File: src/hw/panel_timing_defines.svh
// constants for the panel timing generator
`ifndef PANEL_TIMING_DEFINES_SVH
`define PANEL_TIMING_DEFINES_SVH
`define OFS_HTOTAL      8'h20
`define OFS_HDISP       8'h24
`define OFS_HSTART      8'h28
`define OFS_LINE_SYNC   8'h2c
`define OFS_VTOTAL      8'h30
`define OFS_VDISP       8'h34
`define OFS_VSTART      8'h38
`define OFS_FRAME_SYNC  8'h3c
`define OFS_MAIN_ADDR   8'h40
`define OFS_PANEL_CTRL  8'h4c
`define OFS_STATUS      8'h50
`define POL_BIT         23
`define PIX_PER_UNIT    3
`define RESET_ZERO      32'h0000_0000
`endif

File: src/hw/panel_timing_pkg.sv
// types for the panel timing generator
package panel_timing_pkg;
  typedef enum logic [1:0] {
    PANEL_PASSIVE = 2'b00,
    PANEL_TFT     = 2'b01,
    PANEL_TFT2    = 2'b11,
    PANEL_TFT3    = 2'b10
  } panel_e;
endpackage

File: src/hw/panel_timing.sv
// register file and line and frame timing of the panel controller
`timescale 1ns/1ns
`default_nettype none
`include "panel_timing_defines.svh"
module panel_timing (
  input  wire logic        aclk,
  input  wire logic        aresetn,
  input  wire logic [7:0]  s_axi_awaddr,
  input  wire logic        s_axi_awvalid,
  output logic             s_axi_awready,
  input  wire logic [31:0] s_axi_wdata,
  input  wire logic [3:0]  s_axi_wstrb,
  input  wire logic        s_axi_wvalid,
  output logic             s_axi_wready,
  output logic [1:0]       s_axi_bresp,
  output logic             s_axi_bvalid,
  input  wire logic        s_axi_bready,
  input  wire logic [7:0]  s_axi_araddr,
  input  wire logic        s_axi_arvalid,
  output logic             s_axi_arready,
  output logic [31:0]      s_axi_rdata,
  output logic [1:0]       s_axi_rresp,
  output logic             s_axi_rvalid,
  input  wire logic        s_axi_rready,
  output logic             line_sync_output,
  output logic             frame_sync_output,
  output logic             display_enable,
  output logic [16:0]      fetch_address
);
  logic [31:0] regs [0:10];
  logic [31:0] next_regs [0:10];
  logic [7:0]  aw_addr, next_aw_addr;
  logic [31:0] w_data, next_w_data;
  logic [3:0]  w_strb, next_w_strb;
  logic        aw_held, next_aw_held;
  logic        w_held, next_w_held;
  logic        bvalid, next_bvalid;
  logic [1:0]  bresp, next_bresp;
  logic        rvalid, next_rvalid;
  logic [31:0] rdata, next_rdata;
  logic [1:0]  rresp, next_rresp;
  logic [10:0] hcount, next_hcount;
  logic [10:0] vcount, next_vcount;
  logic        de, next_de;
  logic [16:0] faddr, next_faddr;
  logic        aw_free, next_aw_free;
  logic        w_free, next_w_free;
  logic        ar_free, next_ar_free;
  logic [10:0] htot, horiz_display_period, hds, line_sync_start, line_sync_width, vtot, vert_display_period, vds, frame_sync_start, vpw;
  logic        hpol, vpol, line_raw, frame_raw, wr_go;
  logic [3:0]  widx;
  logic        wmapped;
  panel_timing_pkg::panel_e ptype;

  function automatic logic [3:0] decode(input logic [7:0] a, output logic ok);
    ok = 1'b1;
    unique case (a & 8'hfc)
      `OFS_HTOTAL:     decode = 4'h0;
      `OFS_HDISP:      decode = 4'h1;
      `OFS_HSTART:     decode = 4'h2;
      `OFS_LINE_SYNC:  decode = 4'h3;
      `OFS_VTOTAL:     decode = 4'h4;
      `OFS_VDISP:      decode = 4'h5;
      `OFS_VSTART:     decode = 4'h6;
      `OFS_FRAME_SYNC: decode = 4'h7;
      `OFS_MAIN_ADDR:  decode = 4'h8;
      `OFS_PANEL_CTRL: decode = 4'h9;
      `OFS_STATUS:     decode = 4'ha;
      default: begin
        decode = 4'h0;
        ok = 1'b0;
      end
    endcase
  endfunction

  // field decode; units converted to pixel counts once here
  always_comb begin
    htot  = {regs[0][6:0], 3'b111} + 11'd1;
    horiz_display_period   = {regs[1][6:0], 3'b111} + 11'd1;
    hds   = {1'b0, regs[2][9:0]};
    line_sync_start   = {1'b0, regs[3][9:0]} + 11'd1;
    line_sync_width   = {4'b0, regs[3][22:16]} + 11'd1;
    hpol  = regs[3][`POL_BIT];
    vtot  = {1'b0, regs[4][9:0]} + 11'd1;
    vert_display_period   = {1'b0, regs[5][9:0]} + 11'd1;
    vds   = {1'b0, regs[6][9:0]};
    frame_sync_start   = {1'b0, regs[7][9:0]};
    vpw   = {8'b0, regs[7][18:16]} + 11'd1;
    vpol  = regs[7][`POL_BIT];
    ptype = panel_timing_pkg::panel_e'(regs[9][1:0]);
  end

  // axi write: address and data latched independently, response after both
  always_comb begin
    for (int i = 0; i < 11; i++) begin
      next_regs[i] = regs[i];
    end
    next_aw_addr = aw_addr;
    next_w_data  = w_data;
    next_w_strb  = w_strb;
    next_aw_held = aw_held;
    next_w_held  = w_held;
    next_bvalid  = bvalid;
    next_bresp   = bresp;
    if (s_axi_awvalid && !aw_held) begin
      next_aw_addr = s_axi_awaddr;
      next_aw_held = 1'b1;
    end
    if (s_axi_wvalid && !w_held) begin
      next_w_data = s_axi_wdata;
      next_w_strb = s_axi_wstrb;
      next_w_held = 1'b1;
    end
    wr_go = aw_held && w_held && !bvalid;
    widx  = decode(aw_addr, wmapped);
    if (wr_go) begin
      // status word is read only
      if (wmapped && widx != 4'ha) begin
        for (int b = 0; b < 4; b++) begin
          if (w_strb[b]) begin
            next_regs[widx][8*b +: 8] = w_data[8*b +: 8];
          end
        end
      end
      next_bresp   = wmapped ? 2'b00 : 2'b10;
      next_bvalid  = 1'b1;
      next_aw_held = 1'b0;
      next_w_held  = 1'b0;
    end
    if (bvalid && s_axi_bready) begin
      next_bvalid = 1'b0;
    end
    next_regs[10] = {14'b0, (vcount >= vds + vert_display_period) || (vcount < vds), de, 5'b0, vcount};
    // ready leaves its own flop, not an inverter, so the port is glitch free
    next_aw_free  = !next_aw_held;
    next_w_free   = !next_w_held;
  end

  // axi read: one cycle after address taken
  always_comb begin
    logic       ok;
    logic [3:0] ridx;
    ok          = 1'b0;
    ridx        = decode(s_axi_araddr, ok);
    next_rvalid = rvalid;
    next_rdata  = rdata;
    next_rresp  = rresp;
    if (s_axi_arvalid && !rvalid) begin
      next_rvalid = 1'b1;
      next_rdata  = ok ? regs[ridx] : `RESET_ZERO;
      next_rresp  = ok ? 2'b00 : 2'b10;
    end else if (rvalid && s_axi_rready) begin
      next_rvalid = 1'b0;
    end
    next_ar_free = !next_rvalid;
  end

  // raster counters; left to software
  always_comb begin
    next_hcount = hcount + 11'd1;
    next_vcount = vcount;
    next_faddr  = faddr;
    if (next_hcount >= htot) begin
      next_hcount = 11'd0;
      next_vcount = (vcount + 11'd1 >= vtot) ? 11'd0 : vcount + 11'd1;
    end
    next_de = (hcount >= hds) && (hcount < hds + horiz_display_period) && (vcount >= vds) && (vcount < vds + vert_display_period);
    // step on the shown flag itself, so the first shown clock carries the start word
    if (hcount == 11'd0 && vcount == 11'd0) begin
      next_faddr = regs[8][16:0];
    end else if (de) begin
      next_faddr = faddr + 17'd1;
    end
  end

  always_ff @(posedge aclk) begin
    if (!aresetn) begin
      for (int i = 0; i < 11; i++) begin
        regs[i] <= `RESET_ZERO;
      end
      aw_addr <= 8'h00;
      w_data  <= `RESET_ZERO;
      w_strb  <= 4'h0;
      aw_held <= 1'b0;
      w_held  <= 1'b0;
      bvalid  <= 1'b0;
      bresp   <= 2'b00;
      rvalid  <= 1'b0;
      rdata   <= `RESET_ZERO;
      rresp   <= 2'b00;
      hcount  <= 11'd0;
      vcount  <= 11'd0;
      de      <= 1'b0;
      faddr   <= 17'h0_0000;
      aw_free <= 1'b1;
      w_free  <= 1'b1;
      ar_free <= 1'b1;
    end else begin
      for (int i = 0; i < 11; i++) begin
        regs[i] <= next_regs[i];
      end
      aw_addr <= next_aw_addr;
      w_data  <= next_w_data;
      w_strb  <= next_w_strb;
      aw_held <= next_aw_held;
      w_held  <= next_w_held;
      bvalid  <= next_bvalid;
      bresp   <= next_bresp;
      rvalid  <= next_rvalid;
      rdata   <= next_rdata;
      rresp   <= next_rresp;
      hcount  <= next_hcount;
      vcount  <= next_vcount;
      de      <= next_de;
      faddr   <= next_faddr;
      aw_free <= next_aw_free;
      w_free  <= next_w_free;
      ar_free <= next_ar_free;
    end
  end

  // tft type two and three drive the line sync active high regardless
  sync_pulse u_line (
    .aclk        (aclk),
    .aresetn     (aresetn),
    .pos         (hcount),
    .first       (line_sync_start),
    .len         (line_sync_width),
    .active_high (hpol || ptype == panel_timing_pkg::PANEL_TFT2 ||
                  ptype == panel_timing_pkg::PANEL_TFT3),
    .pulse       (line_raw)
  );
  sync_pulse u_frame (
    .aclk        (aclk),
    .aresetn     (aresetn),
    .pos         (vcount),
    .first       (frame_sync_start),
    .len         (vpw),
    .active_high (vpol),
    .pulse       (frame_raw)
  );

  always_comb begin
    s_axi_awready     = aw_free;
    s_axi_wready      = w_free;
    s_axi_bvalid      = bvalid;
    s_axi_bresp       = bresp;
    s_axi_arready     = ar_free;
    s_axi_rvalid      = rvalid;
    s_axi_rdata       = rdata;
    s_axi_rresp       = rresp;
    line_sync_output  = line_raw;
    frame_sync_output = frame_raw;
    display_enable    = de;
    fetch_address     = faddr;
  end

  chk_frame_addr_load: assert property (@(posedge aclk) disable iff (!aresetn)
    (hcount == 11'd0 && vcount == 11'd0) |=> (faddr == $past(regs[8][16:0])))
    else $error("fetch address not loaded at frame start");
  chk_line_wrap: assert property (@(posedge aclk) disable iff (!aresetn)
    (hcount + 11'd1 >= htot) |=> (hcount == 11'd0))
    else $error("line counter did not wrap at total");
  chk_frame_wrap: assert property (@(posedge aclk) disable iff (!aresetn)
    (hcount + 11'd1 >= htot && vcount + 11'd1 >= vtot) |=> (vcount == 11'd0))
    else $error("frame counter did not wrap at total");
  chk_line_start: assert property (@(posedge aclk) disable iff (!aresetn)
    (hcount == line_sync_start) |=> (line_raw == $past(hpol || ptype[1])))
    else $error("line sync not active at start position");
  chk_line_width: assert property (@(posedge aclk) disable iff (!aresetn)
    (hcount == line_sync_start + line_sync_width && line_sync_start + line_sync_width < htot) |=> (line_raw != $past(hpol || ptype[1])))
    else $error("line sync width wrong");
  chk_tft2_pol: assert property (@(posedge aclk) disable iff (!aresetn)
    (ptype[1] && hcount == line_sync_start) |=> line_raw)
    else $error("polarity affected tft type two or three");
  chk_line_pol: assert property (@(posedge aclk) disable iff (!aresetn)
    (hcount == line_sync_start && !ptype[1]) |=> (line_raw == $past(hpol)))
    else $error("line sync level does not follow polarity bit");
  chk_frame_start: assert property (@(posedge aclk) disable iff (!aresetn)
    (vcount == frame_sync_start) |=> (frame_raw == $past(vpol)))
    else $error("frame sync not active at start line");
  chk_frame_width: assert property (@(posedge aclk) disable iff (!aresetn)
    (vcount >= frame_sync_start + vpw && frame_sync_start + vpw < vtot) |=> (frame_raw != $past(vpol)))
    else $error("frame sync beyond width");
  chk_de_period: assert property (@(posedge aclk) disable iff (!aresetn)
    (hcount >= hds + horiz_display_period) |=> !de)
    else $error("display enable past display period");
  chk_vdisp: assert property (@(posedge aclk) disable iff (!aresetn)
    (vcount >= vds + vert_display_period) |=> !de)
    else $error("display enable past vertical period");
  chk_de_start: assert property (@(posedge aclk) disable iff (!aresetn)
    (hcount == hds && vcount >= vds && vcount < vds + vert_display_period) |=> de)
    else $error("display enable missing at window start");
  chk_addr_step: assert property (@(posedge aclk) disable iff (!aresetn)
    (de && !(hcount == 11'd0 && vcount == 11'd0)) |=> (faddr == $past(faddr) + 17'd1))
    else $error("fetch address did not step on shown clock");
  chk_addr_hold: assert property (@(posedge aclk) disable iff (!aresetn)
    (!de && !(hcount == 11'd0 && vcount == 11'd0)) |=> (faddr == $past(faddr)))
    else $error("fetch address moved outside the window");
endmodule // panel_timing
`default_nettype wire

File: src/hw/sync_pulse.sv
// one sync pulse generator against a position counter
`timescale 1ns/1ns
`default_nettype none
module sync_pulse (
  input  wire logic        aclk,
  input  wire logic        aresetn,
  input  wire logic [10:0] pos,
  input  wire logic [10:0] first,
  input  wire logic [10:0] len,
  input  wire logic        active_high,
  output logic             pulse
);
  logic        next_pulse;
  logic [11:0] end_pos;
  always_comb begin
    end_pos    = {1'b0, first} + {1'b0, len};
    next_pulse = (({1'b0, pos} >= {1'b0, first}) && ({1'b0, pos} < end_pos)) == active_high;
  end
  always_ff @(posedge aclk) begin
    if (!aresetn) begin
      pulse <= 1'b1;
    end else begin
      pulse <= next_pulse;
    end
  end
endmodule // sync_pulse
`default_nettype wire

File: config.mk
export PLATFORM = sky130hd
export DESIGN_NAME = panel_timing
export DESIGN_NICKNAME = d
export VERILOG_FILES = /design/src/hw/panel_timing_pkg.sv /design/src/hw/panel_timing.sv /design/src/hw/sync_pulse.sv
export VERILOG_INCLUDE_DIRS = /design/src /design/src/hw
export SDC_FILE = /design/constraint.sdc
export NUM_CORES = 1
export LEC_CHECK = 0
export ABC_AREA = 1
export BUFFER_PORTS_ARGS = -buffer_cell sky130_fd_sc_hd__buf_2
export CAP_MARGIN = 5
export CORE_MARGIN = 3
export CORE_UTILIZATION = 45
export DETAILED_ROUTE_END_ITERATION = 6
export GPL_TIMING_DRIVEN = 0
export PLACE_DENSITY_LB_ADDON = 0.08
export SETUP_SLACK_MARGIN = 0.1
export SLEW_MARGIN = 20
export SYNTH_ARGS = -nofsm -noshare
export SYNTH_HDL_FRONTEND = slang
export SYNTH_SLANG_ARGS = --single-unit
export TNS_END_PERCENT = 5
File: constraint.sdc
create_clock -name aclk -period 3.4 [get_ports aclk]
set_clock_uncertainty 0.1 [all_clocks]
set_input_delay 0.68 -clock aclk [delete_from_list [all_inputs] [get_ports aclk]]
set_output_delay 0.68 -clock aclk [all_outputs]
set_load 0.01 [all_outputs]
# After elaboration in Yosys (flattened, before gate mapping)
# Memories as Yosys holds them, arrays and structs flattened.
# Cells that the tools add are included.
dict set report totals {
  input_bits 59
  mem_count 1
  out_inout_bits 61
  word_cells 173
  ff_bits 129
  mem_bits_rw 352
}
dict set report op_classes {
  n_bitwise 13
  n_eq_ne 27
  reduce_logical 32
  n_mux 53
  add_sub_neg 14
  magnitude_cmp 14
}
# memory words word_bits read_ports rd_clocked_by_memory_dff write_ports line_no
set memory_table {}
lappend memory_table {regs 11 32 12 0 11 panel_timing.sv:30} ;# logic [31:0] regs [0:10];
# operator count
set op_table {}
lappend op_table {{2-to-1 mux 352 bit} 12}
lappend op_table {{bitwise mux 352 bit} 4}
lappend op_table {{demux 32 bit (select 4 bit)} 4}
lappend op_table {{2-to-1 mux 32 bit} 13}
lappend op_table {{== test 6 x 4 -> 1 bit, second input constant} 16}
lappend op_table {{one-hot mux 4 bit (10 select lines)} 2}
lappend op_table {{adder 10 x 1 -> 11 bit, second input constant} 5}
lappend op_table {{greater-or-equal comparator 11 bit} 4}
lappend op_table {{== test 6 x 5 -> 1 bit, second input constant} 6}
lappend op_table {{2-to-1 mux 17 bit} 2}
lappend op_table {{greater-or-equal comparator 11 x 10 -> 1 bit} 3}
lappend op_table {{less-than comparator 11 x 12 -> 1 bit} 2}
lappend op_table {{2-to-1 mux 24 bit} 1}
lappend op_table {{adder 10 x 11 -> 11 bit} 2}
lappend op_table {{adder 11 x 1 -> 11 bit, second input constant} 2}
lappend op_table {{zero test 11 bit} 2}
lappend op_table {{less-than comparator 11 bit} 2}
lappend op_table {{OR reduction 11 bit} 2}
lappend op_table {{adder 17 x 1 -> 17 bit, second input constant} 1}
lappend op_table {{2-to-1 mux 16 bit} 1}
lappend op_table {{logical AND 1 bit} 15}
lappend op_table {{adder 11 x 8 -> 12 bit} 1}
lappend op_table {{adder 10 x 4 -> 11 bit} 1}
lappend op_table {{less-than comparator 11 x 10 -> 1 bit} 1}
lappend op_table {{18 further kinds} 49}

# Depth between registers and ports, before layout
dict set report logic_depth {
  ltp_word 24
  depth_mapped 21
  depth_no_buf 21
}

# Cells and area by module
# Synthesis repeated with hierarchy kept, for this count alone.
dict set report hier_totals {
  hier_cells 3478
  area_unflattened_um2 24449.7
}
# mod cells_per_inst n_inst area_each_um2 seq_area_each_um2
set by_module_without_submodules {}
lappend by_module_without_submodules {panel_timing 3162 1 22297.6 9128.8}
lappend by_module_without_submodules {sync_pulse 158 2 1076.0 20.0}

# Least setup slack after synthesis
# Ideal clock, no wire load.
dict set report synth_path {
  kind {register -> register}
  from {mem regs[3][0]}
  to {reg u_line.pulse}
  t_arrival_ns 2.872
  period_less_slack_ns 3.095
  path_stages_with_launch 21
  slack_ns 0.305
  t_required_ns 3.177
  setup_time_ns 0.123
  n_path_buf 0
  cell_sequence {dfxtp_1 ha_1 and3_1 nand4_1 nand2_1 inv_1 ha_1 nand2_1 inv_1 nand4_1 o211ai_1 nand3_1 xor2_1 ha_1 a21o_1 a21oi_1 o21ai_0 a21oi_1 nand2_1 a21oi_1 o21ai_0}
}
# item line_no
set synth_lines {}
lappend synth_lines {{from (decl)} panel_timing.sv:30}
lappend synth_lines {{to (signal assigned)} sync_pulse.sv:23} ;# pulse <= next_pulse;
lappend synth_lines {{to (decl)} sync_pulse.sv:11} ;# output logic pulse

==> flow_summary.json <==
{
  "slew_headroom": 0.257,
  "min-delay-start": "s_axi_bready",
  "vias_per_cell": 5.76,
  "reg2reg_depth": 20,
  "cts_sinks": 458,
  "syn-cell-area_um2": 23600,
  "dpl.hpwl_um": 68800,
  "path_clk_slew_ns": 0.06,
  "rsz0062_at_grt": "true",
  "synth_seq_cells": 458,
  "swShare": 0.264,
  "ios": 120,
  "fin_crit_sh": 1.00,
  "end_kind": "flip-flop",
  "drive_gt1_frac": 0.112,
  "synth_async_sr_flop_share": 0,
  "pwr-share-clk": 0.466,
  "setup_viol": 1,
  "clk_path_buf_depth": 3,
  "rows": 83,
  "routedWlPerCell_um": 21.5,
  "grt_pass1_vias": 21640,
  "routed.top_layer": "met5",
  "root_buffer": "clkbuf_16",
  "ctsHoldBuffers": 0,
  "criticalPathCategory": "reg2reg",
  "drc": 0,
  "hold_viol_final": 0,
  "met2_length_um": 36400,
  "reg2reg_slack_ns": -0.006,
  "min_period_ns": 3.41,
  "grt_use_total": 0.305,
  "dieWidth_um": 235,
  "ys_seq_area_frac": 0.389,
  "route.met3.wl_um": 8790,
  "drt-total-wl_um": 87900,
  "grt_pass1_wl_um": 130000,
  "fill_cells": 5132,
  "insertion_delay_ns": 0.61,
  "area_delta_synth_final_pct": 14.8,
  "drt_first_pass_iters": 6,
  "netSwitchingPower_mw": 3.25,
  "antenna_found_initial": 0,
  "numCtsBuffers": 51,
  "drt_iter0_drc": 2406,
  "combPwrFrac": 0.083,
  "crit_fanout": 4,
  "r2r-start": "regs[3][0]$_SDFFE_PN0P_",
  "dieHeight_um": 235,
  "min_to": "s_axi_bvalid$_SDFFE_PP0P_",
  "p_leak_nw": 11.1,
  "max_freq_ghz": 0.294,
  "grt_overflow": 0,
  "whs_ns": 0.141,
  "final_common_cell": "a21oi_1",
  "power_density_nw_per_um2": 455,
  "synth_cell_types": 44,
  "start_util": 0.457,
  "p_seq_frac": 0.451,
  "core_um2": 51600,
  "arrival_ns": 3.79,
  "post-place-ws_ns": -0.593,
  "violations": "negative setup slack",
  "gp_congestion": 0.943,
  "start_kind": "flip-flop",
  "die-area_um2": 55200,
  "p_int_mw": 9.06,
  "wl_met1_um": 39300,
  "cts_tree": "yes",
  "portBuffers": 112,
  "required_ns": 3.78,
  "detail-route-antenna-nets": 0,
  "final_util": 0.524,
  "maxCapViolCount": 0,
  "maxSlewViolCount": 0,
  "ys_warn_count": 0,
  "whs_path_depth": 2,
  "reg2reg_to": "u_line.pulse$_SDFF_PN1_",
  "grt_max_degree": 15,
  "status": "complete, but fails checks",
  "htree_levels": 2,
  "final_cell_mix": "a21oi_1, dfxtp_1, nand2_1",
  "synthFlopType": "dfxtp_1",
  "syn-mean-instance-area_um2": 7.41,
  "synth_edf_count": 0,
  "hp-class": "in2reg",
  "layout_setup_ws_ns": -0.00589,
  "antenna_cells": 0,
  "synthCells": 3180,
  "vias": 23484,
  "worst_pin_slew_ns": 1.11,
  "worst_ir_drop_vdd_v": 0.000360,
  "nets": 3557
}
per-layer routing:
metal,GRT usage,up-vias
li1,-,11224
met1,0.429,11059
met2,0.449,1047
met3,0.0790,152
met4,0.106,2
met5,0.0147,-
sequential cells by signal, summed over array words and instances (netlist names):
signal	cells
aw_addr	6
aw_held	1
display_enable	1
fetch_address	17
hcount	11
regs	333
s_axi_arready	1
s_axi_awready	1
s_axi_bresp	1
s_axi_bvalid	1
s_axi_rdata	32
s_axi_rresp	1
s_axi_rvalid	1
s_axi_wready	1
u_frame.pulse	1
u_line.pulse	1
vcount	11
w_data	32
w_held	1
w_strb	4
power by group through the flow:
stage	combinational (mW)	sequential (mW)	clock (mW)
floorplan	0.548	5.65	0
global placement	0.973	5.66	0
detailed placement	0.983	5.67	0
CTS	0.990	5.55	5.79
global route	1.10	5.56	6.01
finish	1.02	5.55	5.74
repair_timing:
action                                  CTS  global route
buffers inserted                          6             6
pin swaps                                 9            18
gates resized for setup                  31            45
cloned                                    0             0
endpoints found under the setup margin   24            30
Yosys cell counts (all sizes together), types with 40 or more instances:
library cell  number  share of area
dfxtp            458           0.39
ha               136          0.072
o21ai            452          0.096
buf               76          0.022
xor2              54          0.020
nor2             157          0.036
a21oi            488           0.10
nand2            433          0.069
inv              279          0.044
clkbuf           121          0.019
nand3            362          0.080
nand4             40          0.012
critical path, cell delays in order (launching register included):
cell,delay (ns)
dfxtp_4,0.38
ha_4,0.14
and3_4,0.21
nand4_1,0.13
nand2_2,0.13
inv_2,0.06
ha_4,0.28
nand2_4,0.05
inv_2,0.04
nand4_1,0.10
o211ai_1,0.17
nand3_1,0.13
xor2_1,0.17
ha_1,0.33
a21o_1,0.20
a21oi_2,0.11
o21ai_1,0.07
a21oi_1,0.12
nand2_1,0.13
a21oi_1,0.15
o21ai_1,0.09
final cells by class:
type	count	area [um2]	area share
clock buffers	71	1510	0.0559
plain buffers	197	973	0.0360
multi-input cells	2240	12600	0.464
well taps	680	851	0.0314
clock inverters	23	244	0.00901
repair buffers	124	651	0.0240
inverters	286	1070	0.0397
flip-flops and latches	458	9200	0.340
worst max-delay path by stage:
| stage | start | end | cells after the start |
|---|---|---|---|
| floorplan | regs[3][0]$_SDFFE_PN0P_ | u_line.pulse$_SDFF_PN1_ | 20 |
| global placement | hcount[3]$_SDFF_PP0_ | hcount[3]$_SDFF_PP0_ | 16 |
| detailed placement | hcount[3]$_SDFF_PP0_ | hcount[3]$_SDFF_PP0_ | 16 |
| CTS | regs[3][0]$_SDFFE_PN0P_ | u_line.pulse$_SDFF_PN1_ | 20 |
| global route | regs[3][0]$_SDFFE_PN0P_ | u_line.pulse$_SDFF_PN1_ | 20 |
| finish | regs[3][0]$_SDFFE_PN0P_ | u_line.pulse$_SDFF_PN1_ | 20 |
through the flow:
stage	instance area (um2)	std cells	total power, mW	setup TNS, ns
floorplan	23600	3181	6.19	0
global placement	25000	3973	6.64	-12.26
detailed placement	25000	3973	6.65	-14.59
CTS	26900	4073	12.3	0
global route	27100	4079	12.7	-0.179
finish	27100	4079	12.3	-0.00589
logic make-up after synthesis:
group	after synthesis	synth area share
AOI/OAI and AO/OA	991	0.216
DFF	458	0.389
buffers and inverters	483	0.0865
adders and majority gates	140	0.0756
and+or+nand+nor	1037	0.206
xor gates and xnor gates	70	0.0260
other	1	0.000159
No activity file was read; power rests on OpenSTA's default activity.
